[src/hw/sbe_defs.svh]
// Register offsets, field positions, reset values and counts for the SMBus byte engine
`ifndef SBE_DEFS_SVH
`define SBE_DEFS_SVH

`define SBE_ADDR_CTRL 8'hc0
`define SBE_ADDR_DATA 8'hc2
`define SBE_DATA_RST 8'h00
`define SBE_ZERO_BYTE 8'h00

`define SBE_BIT_SI 0
`define SBE_BIT_ACK 1
`define SBE_BIT_ARBITRATION_LOST_FLAG 2
`define SBE_BIT_RESPONSE_NEEDED_FLAG 3
`define SBE_BIT_STO 4
`define SBE_BIT_STA 5
`define SBE_BIT_TRANSMIT_DIRECTION_FLAG 6
`define SBE_BIT_MASTER 7

`define SBE_CNT_FIRST 3'h0
`define SBE_CNT_STEP 3'h1
`define SBE_BIT_LAST 3'h7
`define SBE_FREE_ZERO 4'h0
`define SBE_FREE_STEP 4'h1
`define SBE_FREE_TICKS 4'ha

`endif

[src/hw/sbe_pkg.sv]
// Types shared by the SMBus byte engine
package sbe_pkg;

  typedef enum logic [3:0] {
    ST_IDLE,
    ST_START,
    ST_HOLD,
    ST_BIT_LO,
    ST_BIT_HI,
    ST_ACK_LO,
    ST_ACK_HI,
    ST_STOP_LO,
    ST_STOP_HI,
    ST_STOP_END,
    ST_RS_LO,
    ST_RS_HI,
    ST_PASSIVE
  } sbe_state_t;

endpackage

[src/hw/sbe_sync.sv]
// Two-flop synchroniser for the SCL and SDA pins
`timescale 1ns/100ps
`default_nettype none

module sbe_sync
  import sbe_pkg::*;
(
  input wire logic clk_sys,
  input wire logic rst_b,
  input wire logic ce,
  input wire logic [1:0] pin_in,
  output logic [1:0] pin_sync
);

  logic [1:0] meta_r;

  // Lines idle high, so reset to the released level
  always_ff @(posedge clk_sys or negedge rst_b)
  begin
    if (!rst_b)
    begin
      meta_r <= 2'h3;
      pin_sync <= 2'h3;
    end
    else if (ce)
    begin
      meta_r <= pin_in;
      pin_sync <= meta_r;
    end
  end

endmodule
`default_nettype wire

[src/hw/sbe_cond_det.sv]
// Bus condition detector: START, STOP, SCL rising edge, busy and free timeout
`timescale 1ns/100ps
`include "sbe_defs.svh"
`default_nettype none

module sbe_cond_det
  import sbe_pkg::*;
(
  input wire logic clk_sys,
  input wire logic rst_b,
  input wire logic ce,
  input wire logic scl_s,
  input wire logic sda_s,
  input wire logic bit_tick,
  input wire logic free_to_en,
  output logic start_det,
  output logic stop_det,
  output logic scl_rise,
  output logic busy
);

  logic scl_prev_r;
  logic sda_prev_r;
  logic [3:0] free_cnt_r;

  always_ff @(posedge clk_sys or negedge rst_b)
  begin
    if (!rst_b)
    begin
      scl_prev_r <= 1'b1;
      sda_prev_r <= 1'b1;
      start_det <= 1'b0;
      stop_det <= 1'b0;
      scl_rise <= 1'b0;
    end
    else if (ce)
    begin
      scl_prev_r <= scl_s;
      sda_prev_r <= sda_s;
      start_det <= scl_prev_r && scl_s && sda_prev_r && !sda_s;
      stop_det <= scl_prev_r && scl_s && !sda_prev_r && sda_s;
      scl_rise <= !scl_prev_r && scl_s;
    end
  end

  // Free timeout needs both lines high for more than the set number of clock source periods
  always_ff @(posedge clk_sys or negedge rst_b)
  begin
    if (!rst_b)
    begin
      busy <= 1'b0;
      free_cnt_r <= `SBE_FREE_ZERO;
    end
    else if (ce)
    begin
      if (start_det)
        busy <= 1'b1;
      else if (stop_det)
        busy <= 1'b0;
      else if (free_to_en && busy && scl_s && sda_s && bit_tick)
      begin
        if (free_cnt_r == `SBE_FREE_TICKS)
          busy <= 1'b0;
      end
      if (!(scl_s && sda_s) || !busy)
        free_cnt_r <= `SBE_FREE_ZERO;
      else if (bit_tick && free_cnt_r != `SBE_FREE_TICKS)
        free_cnt_r <= free_cnt_r + `SBE_FREE_STEP;
    end
  end

endmodule
`default_nettype wire

[src/hw/smbus_byte_engine.sv]
// SMBus byte engine: status flags, data register, master transmit and receive
`timescale 1ns/100ps
`include "sbe_defs.svh"
`default_nettype none

module smbus_byte_engine
  import sbe_pkg::*;
(
  input wire logic clk_sys,
  input wire logic rst_b,
  input wire logic ce,
  input wire logic smb_en,
  input wire logic free_to_en,
  input wire logic bit_tick,
  input wire logic [7:0] sfr_addr,
  input wire logic sfr_wr,
  input wire logic sfr_rd,
  input wire logic [7:0] sfr_wdata,
  output logic [7:0] sfr_rdata,
  input wire logic scl_i,
  output logic scl_o,
  output logic scl_oe_b,
  input wire logic sda_i,
  output logic sda_o,
  output logic sda_oe_b,
  output logic bus_busy
);

  sbe_state_t state_r;
  sbe_state_t state_nxt;

  logic master_r;
  logic transmit_direction_flag_r;
  logic sta_r;
  logic sto_r;
  logic response_needed_flag_r;
  logic arbitration_lost_flag_r;
  logic ack_r;
  logic si_r;
  logic ack_written_r;
  logic data_written_r;
  logic addressed_r;
  logic from_start_r;
  logic [7:0] data_r;
  logic [2:0] bit_cnt_r;

  logic [1:0] pins_s;
  logic scl_s;
  logic sda_s;
  logic start_det;
  logic stop_det;
  logic scl_rise;
  logic foreign_start;
  logic tick_hi;
  logic ack_eff;
  logic wr_ctrl;
  logic wr_data;
  logic scl_low;
  logic sda_low;

  logic ev_sgen;
  logic ev_lost;
  logic ev_lost_mid;
  logic ev_lost_stop;
  logic ev_si_only;
  logic ev_addr;
  logic ev_txack;
  logic ev_rxbyte;
  logic ev_ackdone;
  logic ev_stop_gen;
  logic ev_frame;
  logic shift_en;
  logic cnt_clr;
  logic cnt_inc;
  logic go_passive;

  function automatic logic sbe_is_last(input logic [2:0] cnt);
    sbe_is_last = (cnt == `SBE_BIT_LAST);
  endfunction

  sbe_sync u_sync
  (
    .clk_sys(clk_sys),
    .rst_b(rst_b),
    .ce(ce),
    .pin_in({scl_i, sda_i}),
    .pin_sync(pins_s)
  );

  assign scl_s = pins_s[1];
  assign sda_s = pins_s[0];

  sbe_cond_det u_cond
  (
    .clk_sys(clk_sys),
    .rst_b(rst_b),
    .ce(ce),
    .scl_s(scl_s),
    .sda_s(sda_s),
    .bit_tick(bit_tick),
    .free_to_en(free_to_en),
    .start_det(start_det),
    .stop_det(stop_det),
    .scl_rise(scl_rise),
    .busy(bus_busy)
  );

  // Our own START shows up late through the synchroniser; SCL is held low in HOLD so none can be foreign
  assign foreign_start = start_det && (state_r != ST_START) && (state_r != ST_HOLD);
  // High phase only counts once SCL is really high, which honours clock stretching
  assign tick_hi = bit_tick && scl_s;
  assign ack_eff = ack_written_r && ack_r;
  assign wr_ctrl = sfr_wr && (sfr_addr == `SBE_ADDR_CTRL);
  assign wr_data = sfr_wr && (sfr_addr == `SBE_ADDR_DATA);

  always_comb
  begin
    state_nxt = state_r;
    ev_sgen = 1'b0;
    ev_lost = 1'b0;
    ev_lost_mid = 1'b0;
    ev_lost_stop = 1'b0;
    ev_si_only = 1'b0;
    ev_addr = 1'b0;
    ev_txack = 1'b0;
    ev_rxbyte = 1'b0;
    ev_ackdone = 1'b0;
    ev_stop_gen = 1'b0;
    ev_frame = 1'b0;
    shift_en = 1'b0;
    cnt_clr = 1'b0;
    cnt_inc = 1'b0;
    go_passive = 1'b0;
    if (!smb_en)
      state_nxt = ST_IDLE;
    else if (foreign_start && master_r && !sta_r)
    begin
      ev_lost = 1'b1;
      state_nxt = ST_IDLE;
    end
    else if (stop_det && master_r && state_r != ST_STOP_END)
    begin
      ev_lost = 1'b1;
      ev_lost_stop = 1'b1;
      state_nxt = ST_IDLE;
    end
    else if (stop_det && state_r == ST_PASSIVE)
      state_nxt = ST_IDLE;
    else
    begin
      case (state_r)
        ST_IDLE:
        begin
          if (foreign_start)
          begin
            go_passive = 1'b1;
            cnt_clr = 1'b1;
            state_nxt = ST_PASSIVE;
          end
          else if (sta_r && !bus_busy)
            state_nxt = ST_START;
        end
        ST_START:
        begin
          if (bit_tick)
          begin
            if (!scl_s)
            begin
              ev_lost = 1'b1;
              state_nxt = ST_IDLE;
            end
            else
            begin
              ev_sgen = 1'b1;
              state_nxt = ST_HOLD;
            end
          end
        end
        ST_HOLD:
        begin
          // Nothing moves on the bus until the event flag is cleared
          if (!si_r)
          begin
            if (!master_r)
              state_nxt = ST_IDLE;
            else if (response_needed_flag_r)
              state_nxt = ST_ACK_LO;
            else if (sto_r)
              state_nxt = ST_STOP_LO;
            else if (sta_r)
              state_nxt = ST_RS_LO;
            else
            begin
              ev_frame = 1'b1;
              cnt_clr = 1'b1;
              state_nxt = ST_BIT_LO;
            end
          end
        end
        ST_BIT_LO:
        begin
          if (bit_tick)
            state_nxt = ST_BIT_HI;
        end
        ST_BIT_HI:
        begin
          if (tick_hi)
          begin
            shift_en = 1'b1;
            if (transmit_direction_flag_r && data_r[7] && !sda_s)
            begin
              if (sbe_is_last(bit_cnt_r))
              begin
                ev_lost = 1'b1;
                state_nxt = ST_HOLD;
              end
              else
              begin
                // Keep sampling as a receiver so the register ends with the winner's byte
                ev_lost_mid = 1'b1;
                cnt_inc = 1'b1;
                state_nxt = ST_PASSIVE;
              end
            end
            else if (sbe_is_last(bit_cnt_r))
            begin
              if (transmit_direction_flag_r)
                state_nxt = ST_ACK_LO;
              else
              begin
                ev_rxbyte = 1'b1;
                state_nxt = ST_HOLD;
              end
            end
            else
            begin
              cnt_inc = 1'b1;
              state_nxt = ST_BIT_LO;
            end
          end
        end
        ST_ACK_LO:
        begin
          if (bit_tick)
            state_nxt = ST_ACK_HI;
        end
        ST_ACK_HI:
        begin
          if (tick_hi)
          begin
            if (response_needed_flag_r)
            begin
              ev_ackdone = 1'b1;
              if (sto_r)
                state_nxt = ST_STOP_LO;
              else if (sta_r)
                state_nxt = ST_RS_LO;
              else
              begin
                ev_frame = 1'b1;
                cnt_clr = 1'b1;
                state_nxt = ST_BIT_LO;
              end
            end
            else
            begin
              ev_txack = 1'b1;
              state_nxt = ST_HOLD;
            end
          end
        end
        ST_STOP_LO:
        begin
          if (bit_tick)
            state_nxt = ST_STOP_HI;
        end
        ST_STOP_HI:
        begin
          if (tick_hi)
            state_nxt = ST_STOP_END;
        end
        ST_STOP_END:
        begin
          if (bit_tick)
          begin
            if (!scl_s)
              ev_lost = 1'b1;
            else
              ev_stop_gen = 1'b1;
            state_nxt = ST_IDLE;
          end
        end
        ST_RS_LO:
        begin
          if (bit_tick)
            state_nxt = ST_RS_HI;
        end
        ST_RS_HI:
        begin
          if (tick_hi)
            state_nxt = ST_START;
        end
        ST_PASSIVE:
        begin
          if (scl_rise)
          begin
            shift_en = 1'b1;
            if (sbe_is_last(bit_cnt_r))
            begin
              if (from_start_r)
                ev_addr = 1'b1;
              else
                ev_si_only = 1'b1;
              state_nxt = ST_HOLD;
            end
            else
              cnt_inc = 1'b1;
          end
        end
        default:
          state_nxt = ST_IDLE;
      endcase
    end
  end

  always_ff @(posedge clk_sys or negedge rst_b)
  begin
    if (!rst_b)
    begin
      state_r <= ST_IDLE;
      bit_cnt_r <= `SBE_CNT_FIRST;
      from_start_r <= 1'b0;
    end
    else if (ce)
    begin
      state_r <= state_nxt;
      if (cnt_clr)
        bit_cnt_r <= `SBE_CNT_FIRST;
      else if (cnt_inc)
        bit_cnt_r <= bit_cnt_r + `SBE_CNT_STEP;
      if (go_passive)
        from_start_r <= 1'b1;
      else if (ev_lost_mid)
        from_start_r <= 1'b0;
    end
  end

  // Software writes first; hardware events after, so a set in the same cycle wins
  always_ff @(posedge clk_sys or negedge rst_b)
  begin
    if (!rst_b)
    begin
      master_r <= 1'b0;
      transmit_direction_flag_r <= 1'b0;
      sta_r <= 1'b0;
      sto_r <= 1'b0;
      response_needed_flag_r <= 1'b0;
      arbitration_lost_flag_r <= 1'b0;
      ack_r <= 1'b0;
      si_r <= 1'b0;
      ack_written_r <= 1'b0;
      data_written_r <= 1'b0;
      addressed_r <= 1'b0;
    end
    else if (ce)
    begin
      if (wr_ctrl)
      begin
        sta_r <= sfr_wdata[`SBE_BIT_STA];
        sto_r <= sfr_wdata[`SBE_BIT_STO];
        ack_r <= sfr_wdata[`SBE_BIT_ACK];
        if (response_needed_flag_r)
          ack_written_r <= 1'b1;
        if (!sfr_wdata[`SBE_BIT_SI])
        begin
          si_r <= 1'b0;
          arbitration_lost_flag_r <= 1'b0;
        end
      end
      if (wr_data)
      begin
        data_written_r <= 1'b1;
        transmit_direction_flag_r <= 1'b1;
      end
      if (ev_frame)
      begin
        transmit_direction_flag_r <= data_written_r;
        data_written_r <= 1'b0;
      end
      if (foreign_start)
      begin
        transmit_direction_flag_r <= 1'b0;
        addressed_r <= 1'b0;
      end
      if (stop_det && addressed_r)
      begin
        sto_r <= 1'b1;
        si_r <= 1'b1;
        addressed_r <= 1'b0;
      end
      if (ev_sgen)
      begin
        master_r <= 1'b1;
        transmit_direction_flag_r <= 1'b1;
        si_r <= 1'b1;
      end
      if (ev_lost || ev_lost_mid)
      begin
        master_r <= 1'b0;
        transmit_direction_flag_r <= 1'b0;
        arbitration_lost_flag_r <= 1'b1;
      end
      if (ev_lost || ev_si_only)
        si_r <= 1'b1;
      if (ev_lost_stop)
        sto_r <= 1'b1;
      if (ev_addr)
      begin
        sta_r <= 1'b1;
        si_r <= 1'b1;
        addressed_r <= 1'b1;
      end
      if (ev_txack)
      begin
        ack_r <= !sda_s;
        si_r <= 1'b1;
      end
      if (ev_rxbyte)
      begin
        response_needed_flag_r <= 1'b1;
        si_r <= 1'b1;
        ack_written_r <= 1'b0;
      end
      if (ev_ackdone)
        response_needed_flag_r <= 1'b0;
      if (ev_stop_gen)
      begin
        sto_r <= 1'b0;
        master_r <= 1'b0;
      end
    end
  end

  // Shift register is the data register itself; it only moves on sampled bits in ST_BIT_HI and ST_PASSIVE, never in ST_HOLD
  always_ff @(posedge clk_sys or negedge rst_b)
  begin
    if (!rst_b)
      data_r <= `SBE_DATA_RST;
    else if (ce)
    begin
      if (wr_data)
        data_r <= sfr_wdata;
      else if (shift_en)
        data_r <= {data_r[6:0], sda_s};
    end
  end

  always_comb
  begin
    scl_low = 1'b0;
    sda_low = 1'b0;
    case (state_r)
      ST_START:
        sda_low = 1'b1;
      ST_HOLD:
      begin
        scl_low = 1'b1;
        sda_low = master_r && (!response_needed_flag_r || ack_eff);
      end
      ST_BIT_LO:
      begin
        scl_low = 1'b1;
        sda_low = transmit_direction_flag_r && !data_r[7];
      end
      ST_BIT_HI:
        sda_low = transmit_direction_flag_r && !data_r[7];
      ST_ACK_LO:
      begin
        scl_low = 1'b1;
        sda_low = response_needed_flag_r && ack_eff;
      end
      ST_ACK_HI:
        sda_low = response_needed_flag_r && ack_eff;
      ST_STOP_LO:
      begin
        scl_low = 1'b1;
        sda_low = 1'b1;
      end
      ST_STOP_HI:
        sda_low = 1'b1;
      ST_RS_LO:
        scl_low = 1'b1;
      default:
      begin
        scl_low = 1'b0;
        sda_low = 1'b0;
      end
    endcase
  end

  always_ff @(posedge clk_sys or negedge rst_b)
  begin
    if (!rst_b)
    begin
      scl_oe_b <= 1'b1;
      sda_oe_b <= 1'b1;
      scl_o <= 1'b0;
      sda_o <= 1'b0;
    end
    else if (ce)
    begin
      scl_oe_b <= !scl_low;
      sda_oe_b <= !sda_low;
      scl_o <= 1'b0;
      sda_o <= 1'b0;
    end
  end

  always_ff @(posedge clk_sys or negedge rst_b)
  begin
    if (!rst_b)
      sfr_rdata <= `SBE_ZERO_BYTE;
    else if (ce && sfr_rd)
    begin
      if (sfr_addr == `SBE_ADDR_CTRL)
        sfr_rdata <= {master_r, transmit_direction_flag_r, sta_r, sto_r, response_needed_flag_r, arbitration_lost_flag_r, ack_r, si_r};
      else if (sfr_addr == `SBE_ADDR_DATA)
        sfr_rdata <= data_r;
      else
        sfr_rdata <= `SBE_ZERO_BYTE;
    end
  end

endmodule
`default_nettype wire

[config.mk]
export PLATFORM = sky130hd
export DESIGN_NAME = smbus_byte_engine
export DESIGN_NICKNAME = d
export VERILOG_FILES = /design/src/hw/sbe_pkg.sv /design/src/hw/sbe_sync.sv /design/src/hw/sbe_cond_det.sv /design/src/hw/smbus_byte_engine.sv
export VERILOG_INCLUDE_DIRS = /design/src /design/src/hw
export SDC_FILE = /design/constraint.sdc
export NUM_CORES = 1
export LEC_CHECK = 0
export BUFFER_PORTS_ARGS = -buffer_cell sky130_fd_sc_hd__buf_2
export CORE_ASPECT_RATIO = 1.25
export CORE_MARGIN = 2
export CORE_UTILIZATION = 34
export DETAILED_ROUTE_END_ITERATION = 6
export GPL_ROUTABILITY_DRIVEN = 0
export GPL_TIMING_DRIVEN = 0
export SYNTH_ARGS = -nofsm -noshare
export SYNTH_HDL_FRONTEND = slang
export SYNTH_HIERARCHICAL = 1
export SYNTH_SLANG_ARGS = --single-unit
[constraint.sdc]
create_clock -name clk_sys -period 3.9 [get_ports clk_sys]
set_input_delay 0.39 -clock clk_sys [delete_from_list [all_inputs] [get_ports clk_sys]]
set_output_delay 0.39 -clock clk_sys [all_outputs]
set_load 0.01 [all_outputs]
==> metrics <==
outcome=completed; slowest CP cell=o32a_2; CP peak stage delay=0.40 ns; Slew @ Worst Pin=1.13 ns; setup tns final=0 ns; Filler cells=1016; Ys Warns=6; Inserted Clock Buffers=5; critical path cell sequence=buf_6, nand2b_1, o211ai_2, and3b_1, buf_4, nand2_2, buf_2, o32a_2; WP buf/inv=3; final hold vios=0; initial antenna violation count=0; Clock Tree Buf Depth=2; post-route minimum period=2.35 ns; Post-CTS Resized=0; Area Growth Syn to Fin=14.7%; post-synthesis mux area share=0.104; core area=0.00961 mm²; Post-CTS Hold Buffers=0; antenna viol nets, final=0; Rel. slew slack=0.249; Final #Nets=423; GRT Total Usage=0.169; die area=0.0107 mm²; Starting Density=0.349; CP startpoint kind=flop; most frequent cells in the layout=43 x dfrtp_1, 39 x o21ai_0, 38 x nand2_1, 38 x buf_2, 27 x mux2_2; post-route design area=0.00384 mm²; first-pass detailed-route iteration total=5; WL met3=513 µm; Synth cell types=73; Iter 0 DRT Violations=281; Avg WL per Cell=17.1 µm; clk root buf=clkbuf_16; part of the Yosys area used for sequential elements=0.384; most common cell after layout, fill and taps aside=dfrtp_1; #FFs+latches synth=51; CP top delay family=compound AO/OA/AOI/OAI gates; largest family of logic cells by synthesized area=compound AO/OA/AOI/OAI gates; crit path max fanout=10; htree depth=2; vias in the first global route=2821; top sig layer=met4; Routed Wire Length=8880 µm; P per Cell Area=495 mW/mm²; port buffer count=36; number of synthesized flops with an enable pin=0; Cells after Synth=349; later-pin clock latency in the skew report=0.30 ns; # DRC=0; IO Count=39; combined area of the multi-input logic cells=0.00184 mm²; layout cells sized above 1=0.284; FMAX=0.425 GHz; unrepaired setup endpoints after global routing=false; post-synthesis xor/xnor area fraction=0.00523; fin crit share=0.603; Setup crit end kind=flop; Synth Area in Compound Gates=0.220; Max IR drop VDD=242 µV; WL met1=3750 µm; Placed Instance Area=0.00369 mm²; Worst Path Required=4.07 ns; Inserted Diodes=0; CTS tree=built; Worst Path Arrival=2.52 ns; Die Y-Extent=115 µm; global route overflow=0; Die Span X=92.8 µm; skew final=0.0113 ns; Avg Cell Area, Syn=9.60 µm²; Final setup viols=0; kind of critical path=flop to flop; DR WL met2=4290 µm; largest net degree at the start of global routing=52; leak pwr=1.67 nW; Post-Synth Adder-Cell Area=0.0149; Post-CTS Setup Inserts=0; FF+latch area=0.00129 mm²; Post-synth top flop=dfrtp_1; Via-to-Cell Ratio=5.64; hpwl dp=6530 µm; clk slew on worst S/H paths=0.08 ns; Pins Over Slew Limit=0; Cell Rows=40; Max-Cap Viols=0; Post-Syn Area=0.00335 mm²; first-pass GRT wire length=14400 µm; HP Class=primary input to async pin; post-synthesis simple-gate area fraction=0.202; CTS Sinks=51; vias=2933; FFs w/ async S/R, synth=1.00
-- registers in the layout, summed over array words and instances, names as in the netlist, 2 cells and up --
register,flops
u_sync/pin_sync,2
u_cond/free_cnt_r,4
data_r,8
u_sync/meta_r,2
state_r,4
sfr_rdata,8
bit_cnt_r,3
-- kinds of logic after synthesis --
logic type | Yosys count
adder cells (fa/ha/maj) | 4
XOR/XNOR | 2
AND/OR/NAND/NOR | 117
multiplexers | 31
flip-flops | 51
AO/OA/AOI/OAI | 108
other | 1
buffers and inverters | 35
-- cells in the mapped netlist (6+ instances only) --
library cell   n  area share
nor2b_1        9       0.017
o21ai_0       39       0.058
a21oi_1       16       0.024
dfstp_2        8       0.063
nand3_1        6      0.0090
buf_6          7       0.024
a22oi_1       13       0.029
inv_1         14       0.016
mux2_2        27       0.091
nor2_1        12       0.013
dfrtp_1       43        0.32
nand4_1        7       0.013
nand2b_1      10       0.019
nand2_1       38       0.043
-- layout make-up --
type | instances | area share
plain buffers | 21 | 0.0462
inverters | 14 | 0.0137
clock inverters | 2 | 0.00358
multi-input cells | 264 | 0.478
repair buffers | 36 | 0.0469
clock buffers | 6 | 0.0361
well taps | 126 | 0.0410
flip-flops and latches | 51 | 0.335
-- power breakdown --
part	internal [mW]	leakage [nW]	total [mW]	switching (mW)
logic	0.293	0.933	0.718	0.425
clock network	0.257	0.0772	0.469	0.212
registers	0.624	0.655	0.718	0.0939
-- path summary, 6_finish.rpt --
check / startpoint / to / slack [ns] / cells after the start
min in group clk_sys: sfr_wdata[5] / sta_r / 0.32 / 2
max in group asynchronous: rst_b / bit_cnt_r[0] / 2.89 / 1
worst max register to register: state_r[1] / response_needed_flag_r / 1.55 / 8
worst max-delay path: state_r[1] / response_needed_flag_r / 1.55 / 8
worst min register to register: sfr_rdata[7] / sfr_rdata[7] / 0.47 / 2
worst min-delay path: rst_b / u_cond/free_cnt_r[3] / 0.32 / 1
-- worst register-to-register path: cells and delay by family, from the launching register on --
kind	cells	cell delay, ns
AOI/OAI and AO/OA	2	0.77
and+or+nand+nor	3	0.60
buffers and inverters	3	0.48
DFF	1	0.37
-- per-layer routing --
metal,GRT usage,up-vias
met5,0,-
met4,0.0667,0
met3,0.0249,36
met2,0.281,120
met1,0.223,1406
li1,-,1371
-- through the flow --
| stage | setup slack (ns) | std cells | power [mW] | hold slack, ns | utilization |
|---|---|---|---|---|---|
| 4_1_cts | 1.58 | 520 | 1.89 | 0.322 | 0.400 |
| 3_5_place_dp | 1.43 | 512 | 1.42 | 0.468 | 0.384 |
| 3_3_place_gp | 1.47 | 512 | 1.42 | 0.464 | 0.384 |
| 6_report | 1.55 | 520 | 1.91 | 0.320 | 0.400 |
| 5_1_grt | 1.45 | 520 | 2.01 | 0.328 | 0.400 |
| 2_1_floorplan | 1.71 | 350 | 1.22 | 0.0944 | - |
Note: power is estimated with default switching activity, not from simulation.
